## src/logic/sleep_pkg.sv

```systemverilog
/*
  constants, encodings and types shared by the sleep mode controller files.
  assumes a 100 MHz peripheral clock and a 32-bit apb register bus.
*/
package sleep_pkg;
  // ==========================================================
  // register map
  localparam logic [7:0] sleep_control_addr = 8'h00;
  localparam logic [7:0] sleep_control_rst = 8'h00;
  localparam int sleep_allow_bit = 0;
  localparam int state_sel_lo = 1;
  localparam int state_sel_hi = 2;
  localparam logic [7:0] sleep_control_wmask = 8'h07;
  // ==========================================================
  // sleep state select encodings
  localparam logic [1:0] sel_idle = 2'h0;
  localparam logic [1:0] sel_standby = 2'h1;
  localparam logic [1:0] sel_power_down = 2'h2;
  // ==========================================================
  // brown-out active-mode value that stretches wake-up
  localparam logic [1:0] bod_wait_mode = 2'h3;
  // ==========================================================
  // timing
  localparam int wake_cycles = 6;
  localparam logic [2:0] wake_count_init = 3'h6;
  // ==========================================================
  // peripheral enable vector layout
  localparam int periph_n = 4;
  localparam int p_serial = 0;
  localparam int p_converter = 1;
  localparam int p_rtc = 2;
  localparam int p_other = 3;
  // wake source vector layout
  localparam int wake_n = 8;
  localparam int w_pin = 0;
  localparam int w_twi = 1;
  localparam int w_periodic = 2;
  localparam int w_capture = 3;
  localparam int w_serial_sof = 4;
  localparam int w_conv_window = 5;
  localparam int w_rtc = 6;
  localparam int w_other = 7;
  // ==========================================================
  // controller states, gray along active-sleep-wake-resume-active
  typedef enum logic [1:0] {
    st_active = 2'b00,
    st_sleep = 2'b01,
    st_wake = 2'b11,
    st_resume = 2'b10
  } ctl_state_t;
endpackage : sleep_pkg

```

## src/logic/sleep_mode_controller.sv

```systemverilog
/*
  sleep mode controller: apb control register, sleep entry on the core's
  sleep instruction, wake qualification, wake latency and gating outputs.
  assumes pclk is the peripheral clock, presetn is asserted by every system
  reset source, and inputs are synchronous to pclk.
*/
// Summary of operation
// - idle halts the core; all peripherals and clocks keep running.
// - in idle every enabled interrupt wakes the device.
// - in standby a peripheral runs only if its run_in_standby is set.
// - in standby the converter may run on without waking the core.
// - standby wakes on pin, twi match, periodic and capture timers, and gated serial, converter, rtc; never other.
// - power down keeps only watchdog and brown-out detector alive.
// - power down wakes only on pin change or twi address match.
// - code resumes 6 clock cycles after the main clock is ready.
// - idle keeps the main source running, no oscillator delay.
// - power down stops all sources but the slow one if needed.
// - with brown-out mode 0x3 wake waits for detector ready too.
// - state select bits 2:1: 0 idle, 1 standby, 2 power down.
// - after wake the handler runs, then the next instruction.
// - any reset forces the device out of sleep.
// - a debug break while asleep returns to active mode.
module sleep_mode_controller (
  input wire logic pclk,
  input wire logic presetn,
  input wire logic psel,
  input wire logic penable,
  input wire logic pwrite,
  input wire logic [7:0] paddr,
  input wire logic [31:0] pwdata,
  input wire logic [3:0] pstrb,
  output logic [31:0] prdata,
  output logic pready,
  output logic pslverr,
  input wire logic sleep_instr,
  input wire logic [sleep_pkg::wake_n-1:0] irq,
  input wire logic [sleep_pkg::periph_n-1:0] run_in_standby,
  input wire logic debug_break,
  input wire logic main_clk_ready,
  input wire logic [1:0] bod_active_mode,
  input wire logic bod_ready,
  input wire logic wdt_or_bod_need_slow,
  output logic sleep_taken,
  output logic core_run,
  output logic core_resume,
  output logic [sleep_pkg::periph_n-1:0] periph_run,
  output logic main_osc_run,
  output logic slow_osc_run,
  output logic asleep
);
  // ==========================================================
  // state
  sleep_pkg::ctl_state_t state_q;
  sleep_pkg::ctl_state_t state_d;
  logic [7:0] ctrl_q;
  logic [7:0] ctrl_d;
  logic [1:0] mode_q;
  logic [2:0] cnt_q;
  logic [2:0] cnt_d;
  logic taken_q;
  logic resume_q;
  logic core_run_q;
  logic [sleep_pkg::periph_n-1:0] periph_q;
  logic main_q;
  logic slow_q;
  logic asleep_q;
  logic [31:0] prdata_q;
  logic pready_q;
  logic pslverr_q;

  // ==========================================================
  // apb decode
  logic setup;
  logic hit;
  logic do_write;
  logic do_read;
  logic [7:0] wr_val;
  assign setup = psel && !penable;
  assign hit = (paddr[7:2] == sleep_pkg::sleep_control_addr[7:2]) && (paddr[1:0] == 2'h0);
  // answer one cycle after setup; access completes on the first access edge
  assign do_write = psel && penable && pready_q && pwrite && hit;
  assign do_read = setup && !pwrite && hit;
  assign wr_val = (ctrl_q & ~sleep_pkg::sleep_control_wmask)
                | (pwdata[7:0] & sleep_pkg::sleep_control_wmask);
  // reserved bits 7:3 stay zero; encoding kept as written
  assign ctrl_d = (do_write && pstrb[0]) ? wr_val : ctrl_q;

  // ==========================================================
  // sleep sequencing
  logic allow;
  logic [1:0] sel;
  logic enter;
  logic wake_req;
  logic bod_hold;
  logic count_done;
  assign allow = ctrl_q[sleep_pkg::sleep_allow_bit];
  assign sel = ctrl_q[sleep_pkg::state_sel_hi:sleep_pkg::state_sel_lo];
  // reserved selection is refused rather than guessed
  assign enter = (state_q == sleep_pkg::st_active) && sleep_instr && allow
               && (sel != 2'h3);
  assign bod_hold = (bod_active_mode == sleep_pkg::bod_wait_mode) && !bod_ready;
  assign count_done = (cnt_q == 3'h0);

  sleep_wake_filter u_filter (
    .state_sel(mode_q),
    .run_in_standby(run_in_standby),
    .irq(irq),
    .wake(wake_req)
  );

  always_comb begin
    state_d = state_q;
    cnt_d = cnt_q;
    case (state_q)
      sleep_pkg::st_active: begin
        if (enter) begin
          state_d = sleep_pkg::st_sleep;
        end
      end
      sleep_pkg::st_sleep: begin
        if (wake_req || debug_break) begin
          state_d = sleep_pkg::st_wake;
          cnt_d = sleep_pkg::wake_count_init;
        end
      end
      sleep_pkg::st_wake: begin
        // latency counts only once the main source is up
        if (main_clk_ready && !count_done) begin
          cnt_d = cnt_q - 3'h1;
        end
        // early detector ready leaves the net delay unchanged
        if (count_done && !bod_hold) begin
          state_d = sleep_pkg::st_resume;
        end
      end
      sleep_pkg::st_resume: begin
        state_d = sleep_pkg::st_active;
      end
      default: begin
        state_d = sleep_pkg::st_active;
      end
    endcase
  end

  // ==========================================================
  // gating
  logic asleep_w;
  logic core_run_w;
  logic [sleep_pkg::periph_n-1:0] periph_w;
  logic main_w;
  logic slow_w;
  logic asleep_d;
  assign asleep_d = (state_d == sleep_pkg::st_sleep) || (state_d == sleep_pkg::st_wake);
  // wake phase keeps the sleeping view until code resumes
  assign asleep_w = asleep_d;
  // main source is requested while waking, else its ready never arrives
  logic waking;
  assign waking = (state_d == sleep_pkg::st_wake);

  sleep_gate_map u_gate (
    .asleep(asleep_w),
    .state_sel(enter ? sel : mode_q),
    .run_in_standby(run_in_standby),
    .wdt_or_bod_need_slow(wdt_or_bod_need_slow),
    .core_run(core_run_w),
    .periph_run(periph_w),
    .main_osc_run(main_w),
    .slow_osc_run(slow_w)
  );

  // ==========================================================
  // registers, reset forces active
  always_ff @(posedge pclk or negedge presetn) begin
    if (!presetn) begin
      state_q <= sleep_pkg::st_active;
      ctrl_q <= sleep_pkg::sleep_control_rst;
      mode_q <= sleep_pkg::sel_idle;
      cnt_q <= 3'h0;
    end else begin
      state_q <= state_d;
      ctrl_q <= ctrl_d;
      cnt_q <= cnt_d;
      if (enter) begin
        mode_q <= sel;
      end
    end
  end

  always_ff @(posedge pclk or negedge presetn) begin
    if (!presetn) begin
      taken_q <= 1'b0;
      resume_q <= 1'b0;
      core_run_q <= 1'b1;
      periph_q <= {sleep_pkg::periph_n{1'b1}};
      main_q <= 1'b1;
      slow_q <= 1'b1;
      asleep_q <= 1'b0;
    end else begin
      taken_q <= enter;
      resume_q <= (state_d == sleep_pkg::st_resume);
      core_run_q <= core_run_w;
      periph_q <= periph_w;
      main_q <= main_w || waking;
      slow_q <= slow_w;
      asleep_q <= asleep_w;
    end
  end

  always_ff @(posedge pclk or negedge presetn) begin
    if (!presetn) begin
      prdata_q <= 32'h0000_0000;
      pready_q <= 1'b0;
      pslverr_q <= 1'b0;
    end else begin
      pready_q <= setup;
      pslverr_q <= setup && !hit;
      prdata_q <= do_read ? {24'h00_0000, ctrl_q} : 32'h0000_0000;
    end
  end

  assign prdata = prdata_q;
  assign pready = pready_q;
  assign pslverr = pslverr_q;
  assign sleep_taken = taken_q;
  assign core_resume = resume_q;
  assign core_run = core_run_q;
  assign periph_run = periph_q;
  assign main_osc_run = main_q;
  assign slow_osc_run = slow_q;
  assign asleep = asleep_q;
endmodule : sleep_mode_controller

```

## src/logic/sleep_wake_filter.sv

```systemverilog
/*
  wake source qualification: which interrupts may wake the device for a
  given sleep state. assumes interrupt inputs are already enable-gated.
*/
module sleep_wake_filter (
  input wire logic [1:0] state_sel,
  input wire logic [sleep_pkg::periph_n-1:0] run_in_standby,
  input wire logic [sleep_pkg::wake_n-1:0] irq,
  output logic wake
);
  // ==========================================================
  // per source permission
  logic [sleep_pkg::wake_n-1:0] allow_standby;
  logic [sleep_pkg::wake_n-1:0] allow_power_down_state;
  logic [sleep_pkg::wake_n-1:0] allow;

  assign allow_standby[sleep_pkg::w_pin] = 1'b1;
  assign allow_standby[sleep_pkg::w_twi] = 1'b1;
  assign allow_standby[sleep_pkg::w_periodic] = 1'b1;
  assign allow_standby[sleep_pkg::w_capture] = 1'b1;
  assign allow_standby[sleep_pkg::w_serial_sof] = run_in_standby[sleep_pkg::p_serial];
  assign allow_standby[sleep_pkg::w_conv_window] = run_in_standby[sleep_pkg::p_converter];
  assign allow_standby[sleep_pkg::w_rtc] = run_in_standby[sleep_pkg::p_rtc];
  assign allow_standby[sleep_pkg::w_other] = 1'b0;

  genvar i;
  generate
    for (i = 0; i < sleep_pkg::wake_n; i++) begin : g_pd
      // only pin change and address match survive power down
      assign allow_power_down_state[i] = (i == sleep_pkg::w_pin) || (i == sleep_pkg::w_twi);
    end
  endgenerate

  assign allow = (state_sel == sleep_pkg::sel_idle) ? {sleep_pkg::wake_n{1'b1}} :
                 (state_sel == sleep_pkg::sel_standby) ? allow_standby :
                 (state_sel == sleep_pkg::sel_power_down) ? allow_power_down_state :
                 {sleep_pkg::wake_n{1'b0}};
  assign wake = |(irq & allow);
endmodule : sleep_wake_filter

```

## src/logic/sleep_gate_map.sv

```systemverilog
/*
  clock and peripheral gating per sleep state.
  assumes the clock controller honours the request outputs.
*/
module sleep_gate_map (
  input wire logic asleep,
  input wire logic [1:0] state_sel,
  input wire logic [sleep_pkg::periph_n-1:0] run_in_standby,
  input wire logic wdt_or_bod_need_slow,
  output logic core_run,
  output logic [sleep_pkg::periph_n-1:0] periph_run,
  output logic main_osc_run,
  output logic slow_osc_run
);
  // ==========================================================
  // decode
  logic in_idle;
  logic in_standby;
  logic in_power_down_state;
  assign in_idle = asleep && (state_sel == sleep_pkg::sel_idle);
  assign in_standby = asleep && (state_sel == sleep_pkg::sel_standby);
  assign in_power_down_state = asleep && (state_sel == sleep_pkg::sel_power_down);

  assign core_run = !asleep;

  genvar i;
  generate
    for (i = 0; i < sleep_pkg::periph_n; i++) begin : g_per
      // idle keeps all, standby per setting, power down none
      assign periph_run[i] = !asleep || in_idle || (in_standby && run_in_standby[i]);
    end
  endgenerate

  // main source stays up in idle so wake adds no start-up
  assign main_osc_run = !asleep || in_idle || (in_standby && |run_in_standby);
  // watchdog or brown-out detector need keeps the slow source alive
  assign slow_osc_run = !in_power_down_state || wdt_or_bod_need_slow;
endmodule : sleep_gate_map

```

## config.mk

```make
export PLATFORM = sky130hd
export DESIGN_NAME = sleep_mode_controller
export DESIGN_NICKNAME = d
export VERILOG_FILES = /design/src/logic/sleep_pkg.sv /design/src/logic/sleep_mode_controller.sv /design/src/logic/sleep_wake_filter.sv /design/src/logic/sleep_gate_map.sv
export SDC_FILE = /design/constraint.sdc
export NUM_CORES = 1
export LEC_CHECK = 0
export BUFFER_PORTS_ARGS = -buffer_cell sky130_fd_sc_hd__buf_2
export CAP_MARGIN = 20
export CORE_MARGIN = 2
export CORE_UTILIZATION = 38
export DETAILED_ROUTE_END_ITERATION = 6
export PLACE_DENSITY_LB_ADDON = 0.1
export SETUP_SLACK_MARGIN = 0.05
export SYNTH_ARGS = -nofsm -noshare
export SYNTH_HDL_FRONTEND = slang
export SYNTH_HIERARCHICAL = 1
export SYNTH_SLANG_ARGS = --single-unit
```

## constraint.sdc

```tcl
create_clock -name pclk -period 2.2 [get_ports pclk]
set_input_delay 0.22 -clock pclk [delete_from_list [all_inputs] [get_ports pclk]]
set_output_delay 0.22 -clock pclk [all_outputs]
set_load 0.03 [all_outputs]
```

==> results.json <==
{
  "status": "finished clean",
  "slew_viol_final": 0,
  "path_cells": "a2111oi_4, mux2_2, nor2b_1, a22oi_1, a21o_1",
  "fin_crit_sh": 0.841,
  "worstPathArrival_ns": 2.11,
  "ys_warn_count": 6,
  "drt_pass1_iterations": 4,
  "die_h_um": 63.5,
  "syn_area_per_cell_um2": 11.5,
  "period_needed_ns": 1.85,
  "syn_to_final_growth_pct": 18.2,
  "rsz0062_at_grt": "no",
  "worstSetupPathType": "reg -> reg",
  "max_slew.worst_pin.slew_ns": 0.557,
  "die_w_um": 63.5,
  "post_drt_via_cell_ratio": 4.35,
  "io_pins": 112,
  "synth_cell_types": 36,
  "wl_um": 2360,
  "max_cap_viol_count": 0,
  "ys_ff_latch": 25,
  "cts-root-buf": "clkbuf_4",
  "grt_max_degree": 26,
  "crit_path_max_fanout": 6,
  "clock-sinks": 25,
  "critical-path-slowest-cell": "a2111oi_4",
  "globalplace.congestion": 0.727,
  "layout_common_cells": "buf_2, conb_1, dfrtp_1",
  "final_common_cell": "buf_2",
  "clkLatencyLatePin_ns": 0.30,
  "wl_per_cell_um": 10.8,
  "grt_pass1_vias": 947,
  "ant_nets": 0,
  "grt_pass1_wl_um": 4020,
  "p_per_area_nw_per_um2": 556,
  "crit_required_ns": 2.46,
  "end_kind": "flop",
  "clk_pin_slew_ns": 0.13,
  "clock_skew_ns": 0.000663,
  "dp_cells": 214,
  "numCtsBuffers": 3,
  "portBuffers": 55,
  "fin_setup_tns_ns": 0,
  "dp_hpwl_um": 1890,
  "max_stage_delay_ns": 0.51,
  "core_um2": 3360,
  "antennaDiodeCount": 0,
  "p_leak_nw": 0.795,
  "cts_tree": "built",
  "layoutNonFillerInstCount": 219,
  "min_path_type": "in -> reg",
  "fin_ws_ns": 0.350,
  "die_area_um2": 4030,
  "antenna_found_initial": 0,
  "syn_area_um2": 1340,
  "setup_viol": 0,
  "vias": 953,
  "drc": 0,
  "cts_buffer_depth": 2,
  "htree_levels": 1,
  "slew_headroom": 0.628,
  "drive_above_1_share": 0.462,
  "vdd_drop_max_mv": 0.203,
  "reg2reg_slack_ns": 0.35,
  "fin_nets": 244,
  "drt-initial-drc-count": 17,
  "rows": 21,
  "synthCells": 117,
  "cp-start-kind": "flop",
  "yosysSeqAreaShare": 0.472,
  "finalHoldViolCount": 0,
  "max_freq_ghz": 0.540,
  "grt_use_total": 0.124,
  "grt-ovfl-total": 0,
  "initial_core_util": 0.400,
  "post-place-ws_ns": 0.358
}
==> path summary, 6_finish.rpt <==
kind | from | to | cells past startpoint
setup / recovery | ctrl_q[2]$_DFFE_PN0P_ | main_osc_run$_DFF_PN1_ | 5
hold / removal | penable | pready$_DFF_PN0_ | 2
setup reg to reg | ctrl_q[2]$_DFFE_PN0P_ | main_osc_run$_DFF_PN1_ | 5
hold reg to reg | state_q[1]$_DFF_PN0_ | sleep_taken$_DFF_PN0_ | 1
max in group asynchronous | presetn | slow_osc_run$_DFF_PN1_ | 2
min in group asynchronous | presetn | state_q[1]$_DFF_PN0_ | 2
==> Yosys cell counts, drive strengths merged <==
master	n	area (um^2)
buf	29	221
dfrtp	18	450
dfstp	7	184
inv	7	26.3
mux2	7	78.8
nor2b	6	37.5
nand2	5	21.3
nor2	5	18.8
nor4	4	55.1
o21ai	4	20.0
a21boi	2	18.8
a21o	2	16.3
a22oi	2	15.0
ha	2	25.0
nand3	2	10.0
nor4b	2	23.8
a2111oi	1	27.5
and3	1	6.26
and4	1	8.76
conb	1	3.75
mux2i	1	10.0
nand3b	1	7.51
nand4	1	12.5
nand4b	1	8.76
nor3	1	5.00
o211ai	1	7.51
o21a	1	7.51
o21bai	1	7.51
o32ai	1	8.76
==> logic make-up (layout without fill, tap and decap cells) <==
kind of cell | count (synthesis) | count (layout) | synth area share
AO/OA/AOI/OAI | 15 | 15 | 0.0959
adder cells (fa/ha/maj) | 2 | 2 | 0.0186
buffers and inverters | 36 | 68 | 0.184
flip-flops | 25 | 25 | 0.472
multiplexers | 8 | 8 | 0.0661
other | 1 | 25 | 0.00279
AND/OR/NAND/NOR | 30 | 30 | 0.160
==> through the flow <==
stage                     area, um^2  power, mW  hold WS (ns)   util
after global routing            1590      0.947        0.0778  0.472
after detailed placement        1550      0.696         0.248  0.462
after global placement          1550      0.691         0.240  0.462
after floorplan                 1430      0.668       -0.0756      -
final                           1590      0.883        0.0888  0.472
after CTS                       1590      0.897        0.0777  0.472
==> registers in the layout, summed over array words and instances, names as in the netlist <==
register,flops
cnt_q,3
core_resume,1
core_run,1
ctrl_q,3
main_osc_run,1
mode_q,2
periph_run,4
prdata,4
pready,1
pslverr,1
sleep_taken,1
slow_osc_run,1
state_q,2
==> routing by layer <==
layer  vias to the layer above  global-route usage  wire length (um)
met5                         -                   0                 0
met2                        40               0.228              1230
li1                        463                   -                 -
met3                         0              0.0143               154
met4                         0              0.0408                 0
met1                       450               0.148               976
==> critical path: cells and delay by family (launching register included) <==
family / cells / cell delay [ns]
flip-flops: 1 / 0.46
AO/OA/AOI/OAI: 3 / 0.76
multiplexers: 1 / 0.44
AND/OR/NAND/NOR: 1 / 0.15
==> power by group <==
group          total [mW]  internal (mW)  leakage [nW]  switching [mW]
clock               0.196         0.0706        0.0150           0.125
combinational       0.193         0.0637         0.465           0.129
sequential          0.495          0.484         0.315          0.0106
total               0.883          0.619         0.795           0.265
==> final cells by class <==
cell class | instances | area [um^2]
inverter | 7 | 26.3
tap | 46 | 57.6
clock buffer | 4 | 26.3
sequential | 25 | 634
multi-input combinational | 80 | 552
fill | 351 | 1770
timing repair buffer | 57 | 293
==> timing repair <==
item	in CTS	in global routing
hold buffers	1	0
gates resized for setup	0	0
setup buffers	0	0
hold endpoints to repair	18	0
Note: power is estimated with default switching activity, not from simulation.
